**src/design/aecs_regs.vh**
```
// Register addresses, field positions, reset values and loop constants
// for the exposure-status and sequencer-configuration register slice.
// Assumes 9-bit register addresses and 16-bit register data.
`ifndef AECS_REGS_VH
`define AECS_REGS_VH

// Register addresses
`define AECS_ADDR_TUNE_A      9'h0af
`define AECS_ADDR_TUNE_B      9'h0b0
`define AECS_ADDR_TUNE_C      9'h0b1
`define AECS_ADDR_TUNE_D      9'h0b2
`define AECS_ADDR_TUNE_E      9'h0b3
`define AECS_ADDR_TUNE_F      9'h0b4
`define AECS_ADDR_TUNE_G      9'h0b5
`define AECS_ADDR_CNT_LO      9'h0b8
`define AECS_ADDR_CNT_HI      9'h0b9
`define AECS_ADDR_MEAN        9'h0ba
`define AECS_ADDR_INTEG       9'h0bb
`define AECS_ADDR_AMP         9'h0bc
`define AECS_ADDR_SPARE       9'h0bd
`define AECS_ADDR_CTRL        9'h0c0
`define AECS_ADDR_TARGET      9'h0a1

// Reset values
`define AECS_RST_TUNE_A       16'h0080
`define AECS_RST_TUNE_B       16'h0100
`define AECS_RST_TUNE_C       16'h0100
`define AECS_RST_TUNE_D       16'h0080
`define AECS_RST_TUNE_E       16'h00aa
`define AECS_RST_TUNE_F       16'h0100
`define AECS_RST_TUNE_G       16'h0155
`define AECS_RST_CTRL         16'h0000
`define AECS_RST_TARGET       10'h0b8
`define AECS_RST_INTEG        16'h03ff
`define AECS_RST_DGAIN        12'h080

// Field positions and loop lock band
`define AECS_CTRL_ENABLE      0
`define AECS_CTRL_ROLLING     1
`define AECS_MEAN_LOCK        12
`define AECS_LOCK_BAND        10'h004

`endif

```
**src/design/aecs_top.v**
```verilog
// Exposure-loop status registers and sequencer configuration word.
// Assumes a serial front end that presents decoded register strobes
// on clk_i; frame statistics come from the pixel pipeline on clk_i.
//
// Notes on behaviour
// 19-bit sampled pixel count split: bits 15..0 low word, 18..16 high word.
// Loop mean in bits 9..0 and lock flag in bit 12 of mean word.
// Gain word: first analog code 1..0, second 3..2, digital 15..4.
// Config bit 0 runs sequencer when set; resets to idle.
// Config bit 1 selects rolling shutter; resets to global shutter.
// Loop steers exposure and gain toward 10-bit target, default 184.
// All status words update together from one frame's statistics.
`include "aecs_regs.vh"

module aecs_top (
    // Clock and reset
    input  wire        clk_i,
    input  wire        rst_n_i,
    // Register access from serial front end
    input  wire        reg_wr_i,
    input  wire        reg_rd_i,
    input  wire [8:0]  reg_addr_i,
    input  wire [15:0] reg_wdata_i,
    output reg  [15:0] reg_rdata_o,
    output reg         reg_rvalid_o,
    // Frame statistics from pixel pipeline
    input  wire        frame_done_i,
    input  wire [18:0] frame_count_i,
    input  wire [9:0]  frame_mean_i,
    // Sequencer controls
    output wire        seq_enable_o,
    output wire        rolling_shutter_o,
    // Applied exposure settings
    output wire [15:0] integ_o,
    output wire [1:0]  analog_amp_first_o,
    output wire [1:0]  analog_amp_second_o,
    output wire [11:0] digital_gain_o
);
    // Writable registers
    reg  [15:0] ctrl_r;
    reg  [9:0]  target_r;
    reg  [15:0] tune_r [0:6];
    // Status snapshot
    reg  [18:0] cnt_r;
    reg  [9:0]  mean_r;
    reg         lock_r;
    reg  [15:0] integ_r;
    reg  [15:0] amp_r;
    reg  [15:0] rdata_nxt;
    // Loop outputs and the statistics held for one cycle
    wire        upd_w;
    wire [15:0] l_integ_w;
    wire [1:0]  l_a1_w;
    wire [1:0]  l_a2_w;
    wire [11:0] l_dg_w;
    wire        l_lock_w;
    reg  [18:0] pend_cnt_r;
    reg  [9:0]  pend_mean_r;
    integer     i;

    // Tuning index from address, 7 when outside the tuning range
    function [2:0] tune_idx;
        input [8:0] a;
        reg   [8:0] off;
        begin
            off = a - `AECS_ADDR_TUNE_A; // Only the low bits matter inside the range
            if (a >= `AECS_ADDR_TUNE_A && a <= `AECS_ADDR_TUNE_G)
                tune_idx = off[2:0];
            else
                tune_idx = 3'h7;
        end
    endfunction

    aecs_loop #(
        .EXP_W (16)
    ) u_loop (
        .clk_i               (clk_i),
        .rst_n_i             (rst_n_i),
        .run_i               (ctrl_r[`AECS_CTRL_ENABLE]),
        .target_i            (target_r),
        .frame_done_i        (frame_done_i),
        .frame_mean_i        (frame_mean_i),
        .upd_o               (upd_w),
        .integ_o             (l_integ_w),
        .analog_amp_first_o  (l_a1_w),
        .analog_amp_second_o (l_a2_w),
        .dgain_o             (l_dg_w),
        .lock_o              (l_lock_w)
    );

    assign seq_enable_o        = ctrl_r[`AECS_CTRL_ENABLE];
    assign rolling_shutter_o   = ctrl_r[`AECS_CTRL_ROLLING];
    assign integ_o             = l_integ_w;
    assign analog_amp_first_o  = l_a1_w;
    assign analog_amp_second_o = l_a2_w;
    assign digital_gain_o      = l_dg_w;

    // Host writes; status registers ignore writes
    always @(posedge clk_i) begin
        if (!rst_n_i) begin
            ctrl_r   <= `AECS_RST_CTRL;
            target_r <= `AECS_RST_TARGET;
            tune_r[0] <= `AECS_RST_TUNE_A;
            tune_r[1] <= `AECS_RST_TUNE_B;
            tune_r[2] <= `AECS_RST_TUNE_C;
            tune_r[3] <= `AECS_RST_TUNE_D;
            tune_r[4] <= `AECS_RST_TUNE_E;
            tune_r[5] <= `AECS_RST_TUNE_F;
            tune_r[6] <= `AECS_RST_TUNE_G;
        end else if (reg_wr_i) begin
            if (reg_addr_i == `AECS_ADDR_CTRL)
                ctrl_r <= {1'b0, reg_wdata_i[14:0]};
            if (reg_addr_i == `AECS_ADDR_TARGET)
                target_r <= reg_wdata_i[9:0];
            for (i = 0; i < 7; i = i + 1)
                if (tune_idx(reg_addr_i) == i[2:0])
                    tune_r[i] <= {6'h00, reg_wdata_i[9:0]};
        end
    end

    // Statistics held until the loop result of the same frame is ready,
    // so count, mean, lock, exposure and gain always belong together
    always @(posedge clk_i) begin
        if (!rst_n_i) begin
            pend_cnt_r  <= 19'h00000;
            pend_mean_r <= 10'h000;
            cnt_r       <= 19'h00000;
            mean_r      <= 10'h000;
            lock_r      <= 1'b0;
            integ_r     <= 16'h0000;
            amp_r       <= 16'h0000;
        end else begin
            if (frame_done_i) begin
                pend_cnt_r  <= frame_count_i;
                pend_mean_r <= frame_mean_i;
            end
            if (upd_w) begin
                cnt_r   <= pend_cnt_r;
                mean_r  <= pend_mean_r;
                lock_r  <= l_lock_w;
                integ_r <= l_integ_w;
                amp_r   <= {l_dg_w, l_a2_w, l_a1_w};
            end
        end
    end

    // Read mux; unmapped addresses read zero
    always @* begin
        rdata_nxt = 16'h0000;
        case (reg_addr_i)
            `AECS_ADDR_CNT_LO: rdata_nxt = cnt_r[15:0];
            `AECS_ADDR_CNT_HI: rdata_nxt = {13'h0000, cnt_r[18:16]};
            `AECS_ADDR_MEAN:   rdata_nxt = {3'h0, lock_r, 2'h0, mean_r};
            `AECS_ADDR_INTEG:  rdata_nxt = integ_r;
            `AECS_ADDR_AMP:    rdata_nxt = amp_r;
            `AECS_ADDR_CTRL:   rdata_nxt = ctrl_r;
            `AECS_ADDR_TARGET: rdata_nxt = {6'h00, target_r};
            `AECS_ADDR_SPARE:  rdata_nxt = 16'h0000;
            default: begin
                if (tune_idx(reg_addr_i) != 3'h7)
                    rdata_nxt = tune_r[tune_idx(reg_addr_i)];
            end
        endcase
    end

    // Registered read answer one cycle after the strobe
    always @(posedge clk_i) begin
        if (!rst_n_i) begin
            reg_rdata_o  <= 16'h0000;
            reg_rvalid_o <= 1'b0;
        end else begin
            reg_rvalid_o <= reg_rd_i;
            if (reg_rd_i)
                reg_rdata_o <= rdata_nxt;
        end
    end
endmodule // aecs_top

```
**src/design/aecs_loop.v**
```verilog
// Exposure loop: nudges exposure and gain once per frame toward target.
// Assumes frame statistics arrive with a one-cycle frame_done pulse.
`include "aecs_regs.vh"

module aecs_loop #(
    parameter EXP_W = 16
) (
    // Clock and reset
    input  wire             clk_i,
    input  wire             rst_n_i,
    // Controls
    input  wire             run_i,
    input  wire [9:0]       target_i,
    input  wire             frame_done_i,
    input  wire [9:0]       frame_mean_i,
    // Outputs
    output reg              upd_o,
    output reg  [EXP_W-1:0] integ_o,
    output reg  [1:0]       analog_amp_first_o,
    output reg  [1:0]       analog_amp_second_o,
    output reg  [11:0]      dgain_o,
    output reg              lock_o
);
    wire [9:0] diff_w;
    wire       high_w;

    assign high_w = frame_mean_i > target_i;
    assign diff_w = high_w ? (frame_mean_i - target_i) : (target_i - frame_mean_i);

    // One step per frame; dark: integration first, then gain when saturated; bright: gain down to default first
    always @(posedge clk_i) begin
        if (!rst_n_i) begin
            upd_o               <= 1'b0;
            integ_o             <= `AECS_RST_INTEG;
            analog_amp_first_o  <= 2'h0;
            analog_amp_second_o <= 2'h0;
            dgain_o             <= `AECS_RST_DGAIN;
            lock_o              <= 1'b0;
        end else begin
            upd_o <= run_i & frame_done_i;
            if (run_i && frame_done_i) begin
                lock_o <= (diff_w <= `AECS_LOCK_BAND);
                if (diff_w > `AECS_LOCK_BAND) begin
                    if (high_w) begin
                        if (dgain_o > `AECS_RST_DGAIN)
                            dgain_o <= dgain_o - 12'h001;
                        else if (integ_o > {{(EXP_W-1){1'b0}}, 1'b1})
                            integ_o <= integ_o - {{(EXP_W-1){1'b0}}, 1'b1};
                    end else begin
                        if (integ_o != {EXP_W{1'b1}})
                            integ_o <= integ_o + {{(EXP_W-1){1'b0}}, 1'b1};
                        else if (dgain_o != 12'hfff)
                            dgain_o <= dgain_o + 12'h001;
                    end
                end
            end
        end
    end
endmodule // aecs_loop

```
**config.mk**
```make
export PLATFORM = sky130hd
export DESIGN_NAME = aecs_top
export DESIGN_NICKNAME = d
export VERILOG_FILES = /design/src/design/aecs_top.v /design/src/design/aecs_loop.v
export VERILOG_INCLUDE_DIRS = /design/src /design/src/design
export SDC_FILE = /design/constraint.sdc
export NUM_CORES = 1
export LEC_CHECK = 0
export BUFFER_PORTS_ARGS = -buffer_cell sky130_fd_sc_hd__clkbuf_2
export CAP_MARGIN = 25
export CORE_MARGIN = 5
export CORE_UTILIZATION = 65
export DETAILED_ROUTE_END_ITERATION = 7
export GPL_TIMING_DRIVEN = 1
export PLACE_DENSITY = 0.84
export SLEW_MARGIN = 10
export SYNTH_ARGS = -nofsm -noshare
export SYNTH_HDL_FRONTEND = slang
export SYNTH_SLANG_ARGS = --single-unit
```
**constraint.sdc**
```tcl
create_clock -name clk_i -period 8 [get_ports clk_i]
set_clock_uncertainty 0.15 [all_clocks]
set_input_delay 0.8 -clock clk_i [delete_from_list [all_inputs] [get_ports clk_i]]
set_output_delay 0.8 -clock clk_i [all_outputs]
set_load 0.05 [all_outputs]
```
# Word level (Yosys, flattened, before mapping)
# Memories as Yosys holds them, arrays and structs flattened.
# Index checks and enable logic that the tools add are counted.
# Widths: inputs -> output; s select.
[op_classes]
add_sub_neg = 7
order_cmp = 7
n_eq_ne = 21
muxes = 53
bitwise = 8
n_reduce_logical = 10
[op_table]
columns = ["cell", "n"]
rows = [
  ["$pmux 16 s8", 1],
  ["$mux 10", 8],
  ["$mux 16", 5],
  ["$eq 9x8->1 const B", 8],
  ["$mux 12", 4],
  ["$mux 1", 29],
  ["$sub 10x10->10", 2],
  ["$mux 3", 6],
  ["$add 16x1->16 const B", 1],
  ["$gt 16x1->1 const B", 1],
  ["$ne 16x16->1 const B", 1],
  ["$sub 16x1->16 const B", 1],
  ["$add 12x1->12 const B", 1],
  ["$gt 12x8->1 const B", 1],
  ["$ne 12x12->1 const B", 1],
  ["$sub 12x1->12 const B", 1],
  ["$gt 10x10->1", 1],
  ["$gt 10x3->1 const B", 1],
  ["$le 10x3->1 const B", 1],
  ["$reduce_and 5->1", 2],
  ["$eq 3x3->1 const B", 3],
  ["$ge 9x8->1 const B", 1],
  ["$le 9x8->1 const B", 1],
  ["$reduce_or 8->1", 1],
  ["12 further kinds", 24],
]
[word_totals]
regBits = 159
ramBits = 70
input_bits = 59
out_inout_bits = 51
word_cells = 122
n_memories = 1
[mem_list]
columns = ["memory", "depth", "width", "read_ports", "rd_clocked_by_memory_dff", "wr", "line", "text"]
rows = [
  ["tune_r", 7, 10, 1, 0, 7, "aecs_top.v:42", "reg [15:0] tune_r [0:6];"],
]

# Longest topological paths before layout
[depth]
depth_word = 11
depth_mapped = 18
depth_no_buf = 18

# Hierarchy
# Synthesis repeated with hierarchy kept, for this count alone.
[unflattened]
cells_unflattened = 1246
area_unflattened_um2 = 11808.8
[by_module_without_submodules]
columns = ["module", "n_inst", "cells_each", "area_per_inst_um2", "seq_area_each_um2"]
rows = [
  ["aecs_top", 1, 821, 8669.6, 4764.6],
  ["aecs_loop", 1, 425, 3139.3, 600.6],
]

# Worst setup path before layout
# Ideal clock, no wire load.
[synth_timing]
kind = "input to register"
from = "input port frame_mean_i[0]"
to = "register u_loop.dgain_o[11]"
setup_time_ns = 0.072
arrival_time_ns = 4.163
t_required_ns = 7.778
path_slack_ns = 3.616
path_stages = 18
path_buffers = 0
path_cell_list = "inv_1 ha_1 fa_1 nor2b_4 o2111ai_1 nand3_1 nand3b_2 and2_2 inv_2 ha_1 a21oi_1 o21ai_0 o41ai_1 o21ai_0 o41a_1 xnor2_1 a21oi_1 mux2i_1"
[synth_between]
elab_chain_len = 4
word_cells_on_any_way = 10
classes_between = "add/sub (2); order compare (2); eq/ne (2); mux (2); reduce/logical (2)"
[synth_lines]
columns = ["item", "line", "text"]
rows = [
  ["start: declaration", "aecs_top.v:29", "input wire [9:0] frame_mean_i,"],
  ["$sub 10x10->10 / $gt 10x10->1 (equally long branches)", "aecs_loop.v:28, aecs_loop.v:27", ""],
  ["$mux 10", "aecs_loop.v:28", "assign diff_w = high_w ? (frame_mean_i - target_i) : (target_i - frame_mean_i);"],
  ["$gt 10x3->1 (no source line)", "-", ""],
  ["$reduce_and 5->1 (no source line)", "-", ""],
  ["end signal: assignment", "aecs_loop.v:37", "dgain_o <= `AECS_RST_DGAIN;"],
  ["end signal: assignment", "aecs_loop.v:46", "dgain_o <= dgain_o - 12'h001;"],
  ["end signal: assignment", "aecs_loop.v:53", "dgain_o <= dgain_o + 12'h001;"],
  ["end: declaration", "aecs_loop.v:21", "output reg [11:0] dgain_o,"],
]
# Parallel ways exist; a longest one is shown, timed or not.
# A chain may end at the register's enable or synchronous reset.

# Worst setup path in the final report
[layout_timing]
from = "input port frame_mean_i[4]"
to = "register u_loop.dgain_o[11]"
# The elaborated chain is that of the path after synthesis.

==> results.cfg <==
[global_routing]
grt_pass1_wl_um = 49460
grt_pass1_vias = 9393
antenna_found_initial = 0
grt_usage = 0.2964
grt_max_degree = 93
grt.overflow.total = 0

[placement]
io_buffer_count = 104
dp.cells = 1513
gp_congestion = 0.9192
hpwl_um = 21220

[synthesis]
ys_seq_area_frac = 0.4493
ys_types = 86
yosys_warnings = 0
synth.avg_cell_area_um2 = 9.373
synth_edf_count = 70
synth_cells = 1255
synthTopCellsByArea = dfxtp_1, edfxtp_1, mux2i_1
ys_ff_latch = 229
netlist.top_cell.by_area = dfxtp_1
synthFlopType = dfxtp_1
synth_area_um2 = 11760
yosysTopAreaCellShare = 0.2706
async_reset_ff_frac = 0

[clock_network]
htreeDepth = 1
clkSlewWorstSetupHoldPaths_ns = 0.06
clockRootBuffer = clkbuf_16
cts_buffers = 24
insertion_delay_ns = 0.51
cts_sinks = 229
cts_setup_buffers = 0
hold_buffers = 0
cts_resized = 0
cts_tree = built
cts_max_path_buffers = 3

[final_layout]
stdcell_count = 1560
drive_above_1_share = 0.1473
utilization = 0.7340
diodes = 0
area_growth_syn_to_layout_pct = 11.71
nNetsFinal = 1411
final.fill_count = 1243

[hold_path]
min_path_cells = 2
hold_path_startpoint = ctrl_r[3]
holdPathEnd = ctrl_r[3]
min_path_type = reg2reg

[floorplanning]
fp.coreArea_um2 = 17900
std_cell_rows = 49
die_w_um = 144.5
io_pins = 110
fp.dieH_um = 144.5
dieArea_um2 = 20890
initial_core_util = 0.6570

[drt]
dr_total_vias = 9931
routed_wl_um = 30880
drtIter0Drc = 1124
drt-pass1-iter-count = 6
wl_per_cell_um = 19.79
ant_nets = 0
top_layer = met4
wl_met3_um = 2706
drcViolationCount = 0
wl_met2_um = 14160
met1_length_um = 13070
vias_per_cell = 6.366

[critical_path]
required_ns = 8.29
start_kind = primary input
critPathArrivalTime_ns = 5.36
r2r-end = u_loop.dgain_o[11]
reg2reg_from = target_r[4]
path_max_fanout = 18
critPathLaunch = frame_mean_i[4]
reg2reg_depth = 15
crit_type = in2reg
ff2ff_setup_slack_ns = 3.00
endpoint_kind = flip-flop

[power]
leakage_nw = 4.996
ir_drop_v = 0.0001859
p_per_area_nw_per_um2 = 198.8
total_power_mw = 2.612

[timing]
hold_viol = 0
period_needed_ns = 5.074
relSlewSlack = 0.2906
setup_tns_ns = 0
tightest_slew_ns = 1.064
maxSlewViolCount = 0
grt_setup_unrepaired = no
fin_crit_sh = 0.6343
whs_ns = 0.3108
fmax_ghz = 0.1971
setup_viol = 0

[run]
cap_violations = 0

[run_status]
status = complete, no violations
[cell usage after synthesis, drive strengths merged, types with 10 or more instances]
cell,instances
and2,19
nand2,120
edfxtp,70
a21oi,65
inv,41
or3,15
mux2,10
nand4,19
a22oi,38
o211ai,22
or2,12
dfxtp,159
nand3,44
ha,36
mux2i,105
and3,12
o21ai,41
nor2,162
nor3,20
clkbuf,61
nand2b,36
buf,23
[worst max-delay path, cell delays in order]
cell,delay [ns]
clkbuf_2,0.12
inv_1,0.05
ha_1,0.53
and3_1,0.26
or3b_1,0.42
o21ai_1,0.31
and2_2,0.45
inv_2,0.25
ha_1,0.33
a21oi_1,0.16
o21ai_0,0.17
o41ai_1,0.42
o21ai_0,0.23
o41a_1,0.36
xnor2_1,0.13
a21oi_1,0.17
mux2i_1,0.19
[report_power, final]
| part | total (mW) | leakage, nW | switching [mW] | internal (mW) |
|---|---|---|---|---|
| Combinational | 0.224 | 2.64 | 0.147 | 0.0773 |
| Clock | 1.15 | 0.393 | 0.458 | 0.688 |
| Sequential | 1.24 | 1.96 | 0.0142 | 1.23 |
| Total | 2.61 | 5.00 | 0.619 | 1.99 |
[cells in the final DEF (no fill, tap or decap), drive strengths merged, types with 20 or more instances in the layout]
master  Yosys  layout
inv        41      42
nor3       20      20
o21ai      41      41
nor2      162     162
edfxtp     70      70
a22oi      38      38
ha         36      36
dfxtp     159     159
nand2b     36      36
o211ai     22      22
nand3      44      44
nand2     120     120
a21oi      65      65
mux2i     105     105
clkbuf     61     137
[flip-flops by register name, indices dropped and copies added, names as in the netlist, 12 cells and up]
| signal | flops |
|---|---|
| tune_r | 70 |
| u_loop.dgain_o | 12 |
| integ_r | 16 |
| amp_r | 12 |
| cnt_r | 19 |
| reg_rdata_o | 16 |
| u_loop.integ_o | 16 |
| ctrl_r | 15 |
| pend_cnt_r | 19 |
[cells by family after synthesis]
family                     after synthesis  synth area share
and+or+nand+nor                        491            0.2003
AOI/OAI and AO/OA                      232            0.1366
DFF                                    229            0.4493
buffers and inverters                  125           0.04308
muxes                                  123            0.1158
adders and majority gates               39           0.04340
xor gates and xnor gates                15           0.01117
other                                    1         0.0003188
[stage by stage]
stage | setup slack [ns] | instance area (um2)
after floorplan | 3.616 | 11770
after global placement | 2.609 | 12280
after detailed placement | 2.486 | 12280
after CTS | 2.999 | 13100
after global routing | 2.526 | 13140
final | 2.926 | 13140
[final cells by class]
| class | instances | area [um2] | share of cell area |
|---|---|---|---|
| flip-flops and latches | 229 | 5289 | 0.4025 |
| repair buffers | 113 | 605.6 | 0.04609 |
| clock buffers | 32 | 671.9 | 0.05113 |
| clock inverters | 12 | 142.6 | 0.01086 |
| well taps | 229 | 286.5 | 0.02181 |
| inverters | 41 | 156.4 | 0.01190 |
| multi-input cells | 904 | 5988 | 0.4557 |
[routing by layer]
metal | GRT usage | vias up
met1 | 0.4231 | 4744
met4 | 0.09867 | 0
li1 | - | 4598
met2 | 0.4631 | 518
met3 | 0.04861 | 71
met5 | 0 | -
[worst max-delay path by stage]
stage,end,slack [ns]
floorplan,u_loop.dgain_o[11],3.62
global placement,u_loop.dgain_o[11],2.61
detailed placement,u_loop.dgain_o[11],2.49
CTS,u_loop.dgain_o[11],3.00
global route,u_loop.dgain_o[11],2.53
finish,u_loop.dgain_o[11],2.93
Power figures use the tool's default switching activity.
